<file path="config.mk">
export PLATFORM = sky130hd
export DESIGN_NAME = timer_counter_unit
export DESIGN_NICKNAME = d
export VERILOG_FILES = /design/src/shared/timer_unit_pkg.sv /design/src/verilog/timer_counter_unit.sv
export SDC_FILE = /design/constraint.sdc
export NUM_CORES = 1
export LEC_CHECK = 0
export BUFFER_PORTS_ARGS = -buffer_cell sky130_fd_sc_hd__buf_2
export CAP_MARGIN = 20
export CORE_MARGIN = 3
export CORE_UTILIZATION = 53
export CTS_CLUSTER_SIZE = 24
export DETAILED_ROUTE_END_ITERATION = 12
export GPL_ROUTABILITY_DRIVEN = 0
export HOLD_SLACK_MARGIN = 0.1
export PLACE_DENSITY_LB_ADDON = 0.12
export SETUP_SLACK_MARGIN = 0.4
export SYNTH_ARGS = -nofsm -noshare
export SYNTH_HDL_FRONTEND = slang
export SYNTH_SLANG_ARGS = --single-unit
</file>
<file path="constraint.sdc">
create_clock -name i_clk -period 5.4 [get_ports i_clk]
set_input_delay 0 -clock i_clk [delete_from_list [all_inputs] [get_ports i_clk]]
set_output_delay 0 -clock i_clk [all_outputs]
set_load 0.05 [all_outputs]
</file>
<file path="src/shared/timer_unit_pkg.sv">
// Package for the 8-bit timer counter unit: map, fields, modes and carriers
package timer_unit_pkg;

  // Register byte addresses, data-space view
  localparam logic [7:0] ADDR_SYNC_CTRL = 8'h43;
  localparam logic [7:0] ADDR_FLAG      = 8'h37;
  localparam logic [7:0] ADDR_POWER     = 8'h64;
  localparam logic [7:0] ADDR_MASK      = 8'h70;
  localparam logic [7:0] ADDR_CTRL_A    = 8'hb0;
  localparam logic [7:0] ADDR_CTRL_B    = 8'hb1;
  localparam logic [7:0] ADDR_COUNT     = 8'hb2;
  localparam logic [7:0] ADDR_CMP_A     = 8'hb3;
  localparam logic [7:0] ADDR_CMP_B     = 8'hb4;
  localparam logic [7:0] ADDR_ASYNC     = 8'hb6;

  // Short I/O window and extended space limits
  localparam logic [7:0] IO_SPACE_BASE  = 8'h20;
  localparam logic [7:0] IO_SPACE_LAST  = 8'h3f;
  localparam logic [7:0] EXT_SPACE_BASE = 8'h60;

  // Field positions
  localparam int SYNC_HOLD_BIT   = 7;
  localparam int ASYNC_PSR_BIT   = 1;
  localparam int SHARED_PSR_BIT  = 0;
  localparam int POWER_TIMER_BIT = 6;
  localparam int FLAG_OVF_BIT    = 0;
  localparam int FLAG_CMP_A_BIT  = 1;
  localparam int FLAG_CMP_B_BIT  = 2;
  localparam int CTRLB_WAVE2_BIT = 3;
  localparam int ASYNC_SEL_BIT   = 5;
  localparam int BUSY_COUNT_BIT  = 4;
  localparam int BUSY_CMP_A_BIT  = 3;
  localparam int BUSY_CMP_B_BIT  = 2;
  localparam int BUSY_CTRL_A_BIT = 1;
  localparam int BUSY_CTRL_B_BIT = 0;

  // Reset values, counter extremes and prescaler width
  localparam logic [7:0] RESET_BYTE   = 8'h00;
  localparam logic [7:0] COUNT_BOTTOM = 8'h00;
  localparam logic [7:0] COUNT_MAX    = 8'hff;
  localparam int         PRESCALE_W   = 10;

  typedef enum logic [2:0] {
    MODE_NORMAL    = 3'b000,
    MODE_PHASE_MAX = 3'b001,
    MODE_CTC       = 3'b010,
    MODE_FAST_MAX  = 3'b011,
    MODE_RSVD_4    = 3'b100,
    MODE_PHASE_CMP = 3'b101,
    MODE_RSVD_6    = 3'b110,
    MODE_FAST_CMP  = 3'b111
  } wave_mode_t;

  typedef enum logic [2:0] {
    CS_STOP    = 3'b000,
    CS_DIV1    = 3'b001,
    CS_DIV8    = 3'b010,
    CS_DIV32   = 3'b011,
    CS_DIV64   = 3'b100,
    CS_DIV128  = 3'b101,
    CS_DIV256  = 3'b110,
    CS_DIV1024 = 3'b111
  } clock_select_t;

  typedef enum logic {
    DIR_UP   = 1'b0,
    DIR_DOWN = 1'b1
  } count_dir_t;

  typedef enum logic [2:0] {
    TGT_NONE   = 3'b000,
    TGT_COUNT  = 3'b001,
    TGT_CMP_A  = 3'b010,
    TGT_CMP_B  = 3'b011,
    TGT_CTRL_A = 3'b100,
    TGT_CTRL_B = 3'b101
  } reg_target_t;

  typedef struct packed {
    logic       wr;
    logic       rd;
    logic       io_space;
    logic [7:0] addr;
    logic [7:0] wdata;
  } bus_req_t;

  typedef struct packed {
    logic        valid;
    reg_target_t target;
    logic [7:0]  data;
  } staged_write_t;

endpackage

</file>
<file path="src/verilog/timer_counter_unit.sv">
// 8-bit timer counter unit with sync control, prescaler and async oscillator tick
`timescale 1ns/1ps

module timer_counter_unit
  import timer_unit_pkg::*;
(
  // Clock and reset
  input  wire logic       i_clk,
  input  wire logic       i_rst,
  // Processor register access
  input  wire bus_req_t   i_bus,
  output logic [7:0]      o_rdata,
  // Interrupt requests and acknowledges, bit order overflow, compare A, compare B
  input  wire logic [2:0] i_irq_ack,
  output logic [2:0]      o_irq_req,
  // Crystal oscillator pins
  input  wire logic       i_osc_pin_in,
  output logic            o_osc_pin_out,
  // Shared prescaler of the other timers
  output logic            o_shared_prescaler_reset,
  // Counter state towards waveform logic
  output logic [7:0]      o_count,
  output logic            o_timer_tick,
  output logic            o_at_bottom,
  output logic            o_at_max,
  output logic            o_match_a,
  output logic            o_match_b
);

  ////////////////////////////////////////////////////////////////////////////
  // Registers

  logic [7:0]    sync_ctrl;
  logic [7:0]    power_reg;
  logic [7:0]    mask_reg;
  logic [2:0]    flags;
  logic [7:0]    ctrl_a;
  logic [7:0]    ctrl_b;
  logic [7:0]    count;
  logic [7:0]    cmp_a;
  logic [7:0]    cmp_b;
  logic          async_sel;
  logic [4:0]    busy;
  count_dir_t    dir;
  logic          match_block;
  logic [PRESCALE_W-1:0] prescale;
  staged_write_t stage_1;
  staged_write_t stage_2;
  logic          osc_meta;
  logic          osc_sync;
  logic          osc_prev;

  ////////////////////////////////////////////////////////////////////////////
  // Address decode

  logic [7:0]  eff_addr;
  logic        addr_ok;
  logic        wr_en;
  logic        rd_en;
  reg_target_t wr_target;

  always_comb begin
    eff_addr = i_bus.addr;
    addr_ok  = 1'b1;
    if (i_bus.io_space) begin
      if (i_bus.addr > IO_SPACE_LAST) begin
        addr_ok = 1'b0;
      end else begin
        eff_addr = i_bus.addr + IO_SPACE_BASE;
      end
      if (eff_addr >= EXT_SPACE_BASE) begin
        addr_ok = 1'b0;
      end
    end
  end

  assign wr_en = i_bus.wr & addr_ok;
  assign rd_en = i_bus.rd & addr_ok;

  always_comb begin
    case (eff_addr)
      ADDR_COUNT:  wr_target = TGT_COUNT;
      ADDR_CMP_A:  wr_target = TGT_CMP_A;
      ADDR_CMP_B:  wr_target = TGT_CMP_B;
      ADDR_CTRL_A: wr_target = TGT_CTRL_A;
      ADDR_CTRL_B: wr_target = TGT_CTRL_B;
      default:     wr_target = TGT_NONE;
    endcase
  end

  ////////////////////////////////////////////////////////////////////////////
  // Write staging for the async clock

  staged_write_t direct_wr;
  staged_write_t apply_wr;

  always_comb begin
    direct_wr.valid  = wr_en & (wr_target != TGT_NONE);
    direct_wr.target = wr_target;
    direct_wr.data   = i_bus.wdata;
  end

  // Staged writes drain even if async select is dropped meanwhile
  always_comb begin
    if (stage_2.valid) begin
      apply_wr = stage_2;
    end else if (!async_sel) begin
      apply_wr = direct_wr;
    end else begin
      apply_wr = '0;
    end
  end

  always_ff @(posedge i_clk) begin
    if (i_rst) begin
      stage_1 <= '0;
      stage_2 <= '0;
    end else begin
      stage_1 <= async_sel ? direct_wr : '0;
      stage_2 <= stage_1;
    end
  end

  logic [4:0] busy_set;
  logic [4:0] busy_clr;

  function automatic logic [4:0] target_bit(input staged_write_t w);
    logic [4:0] b;
    b = 5'h00;
    if (w.valid) begin
      case (w.target)
        TGT_COUNT:  b[BUSY_COUNT_BIT]  = 1'b1;
        TGT_CMP_A:  b[BUSY_CMP_A_BIT]  = 1'b1;
        TGT_CMP_B:  b[BUSY_CMP_B_BIT]  = 1'b1;
        TGT_CTRL_A: b[BUSY_CTRL_A_BIT] = 1'b1;
        TGT_CTRL_B: b[BUSY_CTRL_B_BIT] = 1'b1;
        default:    b = 5'h00;
      endcase
    end
    return b;
  endfunction

  assign busy_set = async_sel ? target_bit(direct_wr) : 5'h00;
  assign busy_clr = target_bit(stage_2);

  always_ff @(posedge i_clk) begin
    if (i_rst) begin
      busy <= 5'h00;
    end else begin
      busy <= (busy & ~busy_clr) | busy_set;
    end
  end

  ////////////////////////////////////////////////////////////////////////////
  // Sync control, power and async select

  logic sync_hold;
  logic async_psr;

  assign sync_hold = sync_ctrl[SYNC_HOLD_BIT];
  assign async_psr = sync_ctrl[ASYNC_PSR_BIT];

  always_ff @(posedge i_clk) begin
    if (i_rst) begin
      sync_ctrl <= RESET_BYTE;
    end else if (wr_en && eff_addr == ADDR_SYNC_CTRL) begin
      sync_ctrl                 <= RESET_BYTE;
      sync_ctrl[SYNC_HOLD_BIT]  <= i_bus.wdata[SYNC_HOLD_BIT];
      sync_ctrl[ASYNC_PSR_BIT]  <= i_bus.wdata[ASYNC_PSR_BIT];
      sync_ctrl[SHARED_PSR_BIT] <= i_bus.wdata[SHARED_PSR_BIT];
    end else if (!sync_hold) begin
      sync_ctrl[ASYNC_PSR_BIT]  <= 1'b0;
      sync_ctrl[SHARED_PSR_BIT] <= 1'b0;
    end
  end

  always_ff @(posedge i_clk) begin
    if (i_rst) begin
      o_shared_prescaler_reset <= 1'b0;
    end else begin
      o_shared_prescaler_reset <= sync_ctrl[SHARED_PSR_BIT];
    end
  end

  always_ff @(posedge i_clk) begin
    if (i_rst) begin
      power_reg <= RESET_BYTE;
      mask_reg  <= RESET_BYTE;
      async_sel <= 1'b0;
    end else if (wr_en) begin
      if (eff_addr == ADDR_POWER) begin
        power_reg <= i_bus.wdata;
      end
      if (eff_addr == ADDR_MASK) begin
        mask_reg <= i_bus.wdata;
      end
      if (eff_addr == ADDR_ASYNC) begin
        async_sel <= i_bus.wdata[ASYNC_SEL_BIT];
      end
    end
  end

  ////////////////////////////////////////////////////////////////////////////
  // Oscillator pin sampling and tick generation

  always_ff @(posedge i_clk) begin
    if (i_rst) begin
      osc_meta      <= 1'b0;
      osc_sync      <= 1'b0;
      osc_prev      <= 1'b0;
      o_osc_pin_out <= 1'b1;
    end else begin
      osc_meta      <= i_osc_pin_in;
      osc_sync      <= osc_meta;
      osc_prev      <= osc_sync;
      o_osc_pin_out <= ~osc_sync;
    end
  end

  logic          power_on;
  logic          base_tick;
  logic          timer_tick;
  logic          count_tick;
  clock_select_t clk_sel;
  wave_mode_t    mode;

  assign power_on  = power_reg[POWER_TIMER_BIT];
  assign base_tick = async_sel ? (osc_sync & ~osc_prev) : 1'b1;
  assign clk_sel   = clock_select_t'(ctrl_b[2:0]);
  assign mode      = wave_mode_t'({ctrl_b[CTRLB_WAVE2_BIT], ctrl_a[1:0]});

  always_ff @(posedge i_clk) begin
    if (i_rst) begin
      prescale <= '0;
    end else if (async_psr || !power_on) begin
      prescale <= '0;
    end else if (base_tick) begin
      prescale <= prescale + 1'b1;
    end
  end

  always_comb begin
    case (clk_sel)
      CS_STOP:    timer_tick = 1'b0;
      CS_DIV1:    timer_tick = base_tick;
      CS_DIV8:    timer_tick = base_tick & (&prescale[2:0]);
      CS_DIV32:   timer_tick = base_tick & (&prescale[4:0]);
      CS_DIV64:   timer_tick = base_tick & (&prescale[5:0]);
      CS_DIV128:  timer_tick = base_tick & (&prescale[6:0]);
      CS_DIV256:  timer_tick = base_tick & (&prescale[7:0]);
      CS_DIV1024: timer_tick = base_tick & (&prescale[9:0]);
      default:    timer_tick = 1'b0;
    endcase
  end

  // Held prescaler reset halts the counter too
  assign count_tick = timer_tick & power_on & ~async_psr;

  ////////////////////////////////////////////////////////////////////////////
  // Counter unit

  logic [7:0] top;
  logic [7:0] next_count;
  count_dir_t next_dir;
  logic       ovf_event;
  logic       cnt_write;

  assign cnt_write = apply_wr.valid & (apply_wr.target == TGT_COUNT);

  always_comb begin
    case (mode)
      MODE_CTC, MODE_PHASE_CMP, MODE_FAST_CMP: top = cmp_a;
      default:                                 top = COUNT_MAX;
    endcase
  end

  always_comb begin
    next_count = count;
    next_dir   = dir;
    ovf_event  = 1'b0;
    if (cnt_write) begin
      next_count = apply_wr.data;
    end else if (count_tick) begin
      case (mode)
        MODE_NORMAL: begin
          next_count = count + 8'h01;
          ovf_event  = (count == COUNT_MAX);
          next_dir   = DIR_UP;
        end
        MODE_CTC: begin
          next_count = (count == top) ? COUNT_BOTTOM : count + 8'h01;
          ovf_event  = (count == COUNT_MAX);
          next_dir   = DIR_UP;
        end
        MODE_FAST_MAX, MODE_FAST_CMP: begin
          next_count = (count == top) ? COUNT_BOTTOM : count + 8'h01;
          ovf_event  = (count == top);
          next_dir   = DIR_UP;
        end
        MODE_PHASE_MAX, MODE_PHASE_CMP: begin
          ovf_event = (count == COUNT_BOTTOM);
          if (dir == DIR_UP) begin
            if (count >= top) begin
              next_count = count - 8'h01;
              next_dir   = DIR_DOWN;
            end else begin
              next_count = count + 8'h01;
            end
          end else begin
            if (count == COUNT_BOTTOM) begin
              next_count = count + 8'h01;
              next_dir   = DIR_UP;
            end else begin
              next_count = count - 8'h01;
            end
          end
        end
        default: begin
          next_count = count + 8'h01;
          next_dir   = DIR_UP;
        end
      endcase
    end
  end

  always_ff @(posedge i_clk) begin
    if (i_rst) begin
      count       <= RESET_BYTE;
      dir         <= DIR_UP;
      o_at_bottom <= 1'b1;
      o_at_max    <= 1'b0;
    end else begin
      count       <= next_count;
      dir         <= next_dir;
      o_at_bottom <= (next_count == COUNT_BOTTOM);
      o_at_max    <= (next_count == COUNT_MAX);
    end
  end

  always_ff @(posedge i_clk) begin
    if (i_rst) begin
      ctrl_a <= RESET_BYTE;
      ctrl_b <= RESET_BYTE;
      cmp_a  <= RESET_BYTE;
      cmp_b  <= RESET_BYTE;
    end else if (apply_wr.valid) begin
      case (apply_wr.target)
        TGT_CTRL_A: ctrl_a <= apply_wr.data;
        TGT_CTRL_B: ctrl_b <= apply_wr.data;
        TGT_CMP_A:  cmp_a  <= apply_wr.data;
        TGT_CMP_B:  cmp_b  <= apply_wr.data;
        default:    ctrl_a <= ctrl_a;
      endcase
    end
  end

  ////////////////////////////////////////////////////////////////////////////
  // Compare, flags and interrupt requests

  logic       match_a;
  logic       match_b;
  logic [2:0] flag_set;
  logic [2:0] flag_clr;

  assign match_a = (count == cmp_a);
  assign match_b = (count == cmp_b);

  // A counter write masks matches on the following timer clock
  always_ff @(posedge i_clk) begin
    if (i_rst) begin
      match_block <= 1'b0;
    end else if (cnt_write) begin
      match_block <= 1'b1;
    end else if (count_tick) begin
      match_block <= 1'b0;
    end
  end

  always_comb begin
    flag_set                 = 3'b000;
    flag_set[FLAG_OVF_BIT]   = ovf_event;
    flag_set[FLAG_CMP_A_BIT] = count_tick & match_a & ~match_block & ~cnt_write;
    flag_set[FLAG_CMP_B_BIT] = count_tick & match_b & ~match_block & ~cnt_write;
    flag_clr                 = i_irq_ack;
    if (wr_en && eff_addr == ADDR_FLAG) begin
      flag_clr = flag_clr | i_bus.wdata[2:0];
    end
  end

  always_ff @(posedge i_clk) begin
    if (i_rst) begin
      flags <= 3'b000;
    end else begin
      flags <= (flags & ~flag_clr) | flag_set;
    end
  end

  assign o_irq_req = flags & mask_reg[2:0];

  always_ff @(posedge i_clk) begin
    if (i_rst) begin
      o_match_a    <= 1'b0;
      o_match_b    <= 1'b0;
      o_timer_tick <= 1'b0;
    end else begin
      o_match_a    <= match_a;
      o_match_b    <= match_b;
      o_timer_tick <= count_tick;
    end
  end

  assign o_count = count;

  ////////////////////////////////////////////////////////////////////////////
  // Read data

  always_ff @(posedge i_clk) begin
    if (i_rst) begin
      o_rdata <= RESET_BYTE;
    end else if (rd_en) begin
      case (eff_addr)
        ADDR_SYNC_CTRL: o_rdata <= sync_ctrl;
        ADDR_FLAG:      o_rdata <= {5'h00, flags};
        ADDR_POWER:     o_rdata <= power_reg;
        ADDR_MASK:      o_rdata <= mask_reg;
        ADDR_CTRL_A:    o_rdata <= ctrl_a;
        ADDR_CTRL_B:    o_rdata <= ctrl_b;
        ADDR_COUNT:     o_rdata <= count;
        ADDR_CMP_A:     o_rdata <= cmp_a;
        ADDR_CMP_B:     o_rdata <= cmp_b;
        ADDR_ASYNC:     o_rdata <= {2'b00, async_sel, busy};
        default:        o_rdata <= RESET_BYTE;
      endcase
    end
  end

endmodule // timer_counter_unit

</file>
==> impl_results.md <==
- Run status: complete, no violations
- Tot GR Track Use: 30.25%
- Hold Fails Final Rpt: 0
- Die Span X: 115.3 microns
- Ys async rst share: 0%
- Clk pwr share: 53.6%
- Post-synth EDFFs: 0
- Antenna violations before repair: 0
- Crit-path max FO: 8
- # IOs: 51
- Final Max Tran Viols: 0
- Crit Path Class: flop to flop
- Post-synth top area share: 38.58%
- Starting density of the core: 54.73%
- Hold Crit Depth: 3
- Top FF cell, synth: dfxtp_1
- Total number of vias: 6024
- FP Rows: 39
- CTS resizes: 0
- TritonCTS Sinks: 122
- Worst skew pair latency: 0.43 ns
- Port-buffer cells: 50
- Syn_nets: 810
- Cell count after synthesis: 770
- Nature of the critical path endpoint: flop
- DR iter-0 viols: 532
- Largest net degree at the start of global routing: 58
- Area of the die: 13290 sq um
- P per Cell Area: 292.2 nW/um^2
- Ratio of final minimum period to clock period: 72.42%
- Die Ht: 115.3 microns
- R2R Path End: o_at_max$_SDFF_PP0_
- Main area contributors after synthesis: dfxtp_1 39%, nand2_1 5.3%, nor2_1 5.2%
- Fmax: 0.2557 GHz
- Synth area leader: dfxtp_1
- Synth Register Bits: 122
- Min cycle time layout: 3.911 ns
- Netlist Area Pre-Place: 6330 sq um
- DRC Markers: 0
- Commonest cells in the netlist: 122 x dfxtp_1, 89 x nand2_1, 87 x nor2_1
- Total wire length: 18920 microns
- Reg2reg start: ctrl_a[0]$_SDFFE_PP0P_
- Reg2reg path depth: 12
- Global route overflow: 0
- Reg2reg setup slack: 1.49 ns
- Min-delay worst type: primary input to flop
- Data arrival, critical path: 4.24 ns
- Clk root buf: clkbuf_16
- Endpoints failing setup: 0
- CTS Buf Count: 17
- TNS Setup: 0 ns
- H-Tree Depth: 4
- Logic pwr share: 4.3%
- Final ANT Viol Nets: 0
- Leak: 3.059 nW
- Int Power: 0.001691 W
- Placed wire-length estimate: 13000 microns
- Psw: 0.0004609 W
- Share of power burned in registers: 42.0%
- Layout cells sized above 1: 12.73%
- Ant diodes: 0
- Switching share of power: 21.41%
- Worst-path clk slew: 0.05 ns
- CTS tree: yes
- Biggest regs: stage_1 x12, stage_2 x12, prescale x10
- Vias/cell: 6.223
- Min-delay src: i_rst
- Area delta synth->final: 16.39%
- Drt pass-1 iters: 6
- Startpoint Class: flop
- Synth cell types: 75
- Vias in the first global route: 5840
- Least-Margin Pin Slew: 0.9334 ns
- RSZ-0062 raised after global routing: no
- Max Cap Viol: 0
- VDD IR max: 0.2208 mV
- First-pass GRT wire length: 31110 microns
- Sequential area share after synthesis: 38.58%
- Number of post-CTS setup repair buffers: 0
- # nets final: 854
- Count leader, synth: dfxtp_1
- Synthesized area per cell: 8.221 sq um
- Final Total Pwr: 0.002152 W
- Hold bufs inserted after CTS: 15
- CORE AREA: 11560 sq um
- WL per Instance: 19.55 microns
- Slew HR: 37.77%
- Clk_skew: 0.007434 ns
- Worst hold endpoint: ctrl_a[1]$_SDFFE_PP0P_
- FILL cells: 1010
- CTS Buffer Depth: 2
- Critical Path RT: 5.73 ns
- Synthesis warning total: 0
[power groups by stage]
| stage | Sequential [W] | Combinational, W | Clock [W] |
|---|---|---|---|
| detailed placement | 0.000923 | 0.0000833 | 0 |
| CTS | 0.000904 | 0.0000916 | 0.00116 |
| floorplan | 0.000927 | 0.0000465 | 0 |
| global route | 0.000904 | 0.000101 | 0.00121 |
| global placement | 0.000923 | 0.0000823 | 0 |
| finish | 0.000904 | 0.0000935 | 0.00115 |
[critical path: stages (launching register included)]
cell and delay, ns:
dfxtp_1 0.46, nor3b_1 0.08, a21oi_1 0.44, or2_2 0.21
ha_1 0.23, nand2b_1 0.14, a2111oi_1 0.58, o211ai_1 0.36
and2_1 0.30, o311ai_0 0.36, a31oi_1 0.21, nand4bb_1 0.22
nor4_1 0.22
[layout make-up]
type | count | area (sq um) | share of cell area, %
multi-input combinational | 584 | 3631 | 49.29
sequential | 122 | 2442 | 33.15
clock buffer | 24 | 481.7 | 6.539
timing repair buffer | 73 | 460.4 | 6.250
tap | 143 | 178.9 | 2.429
clock inverter | 6 | 112.6 | 1.529
inverter | 16 | 60.06 | 0.8152
[routing by layer]
layer	GRT usage, %	vias up	routed length (microns)
li1	-	2843	-
met2	44.41	313	8281
met4	14.01	0	657
met5	0	-	0
met1	40.72	2815	8173
met3	9.316	53	1809
[logic make-up after synthesis]
group	synth area share (%)
AND/OR/NAND/NOR	27.32
flip-flops	38.58
multiplexers	3.657
AO/OA/AOI/OAI	19.96
XOR/XNOR	3.459
adder cells (fa/ha/maj)	2.965
buffers and inverters	4.052
[cells in the final DEF, fill, tap and decap left out, drive strengths merged, types with 4 or more instances in the layout]
master	n
o21a	5
a2111oi	4
o31ai	7
a21boi	4
nor2	87
nand2	89
dlygate4sd3	15
xor2	22
and3	13
a31oi	5
a31o	4
clkbuf	24
nor3	20
mux2i	22
nor4b	5
nor4	6
nor3b	4
nand2b	8
or2	8
o21ai	24
ha	15
a21oi	58
and2	22
o211ai	6
a211oi	13
or3	5
a222oi	9
nand3	34
a211o	4
dfxtp	122
a22oi	12
nor2b	23
nand4b	4
buf	58
inv	17
[metrics by stage]
| step | instance area [sq um] | utilization, % | setup WS (ns) | hold WS, ns | instances |
|---|---|---|---|---|---|
| 4_1_cts | 7367 | 63.70 | 1.551 | 0.1103 | 968 |
| 2_1_floorplan | 6330 | - | 1.945 | 0.1217 | 770 |
| 3_5_place_dp | 6623 | 57.27 | 1.585 | 0.2428 | 923 |
| 5_1_grt | 7367 | 63.70 | 1.178 | 0.1455 | 968 |
| 6_report | 7367 | 63.70 | 1.489 | 0.1227 | 968 |
| 3_3_place_gp | 6623 | 57.27 | 1.748 | 0.2166 | 923 |
[how the worst max path moves through the flow]
stage                                      start             endpoint  slack [ns]  cells past startpoint
final                     ctrl_a[0]$_SDFFE_PP0P_  o_at_max$_SDFF_PP0_        1.49                     12
after global routing      ctrl_a[0]$_SDFFE_PP0P_  o_at_max$_SDFF_PP0_        1.18                     12
after CTS                 ctrl_a[0]$_SDFFE_PP0P_  o_at_max$_SDFF_PP0_        1.55                     12
after detailed placement  ctrl_a[0]$_SDFFE_PP0P_  o_at_max$_SDFF_PP0_        1.58                     12
after global placement    ctrl_a[1]$_SDFFE_PP0P_  o_at_max$_SDFF_PP0_        1.75                     12
after floorplan            o_count[0]$_SDFF_PP0_  o_at_max$_SDFF_PP0_        1.95                     11
Note: power is estimated with default switching activity, not from simulation.
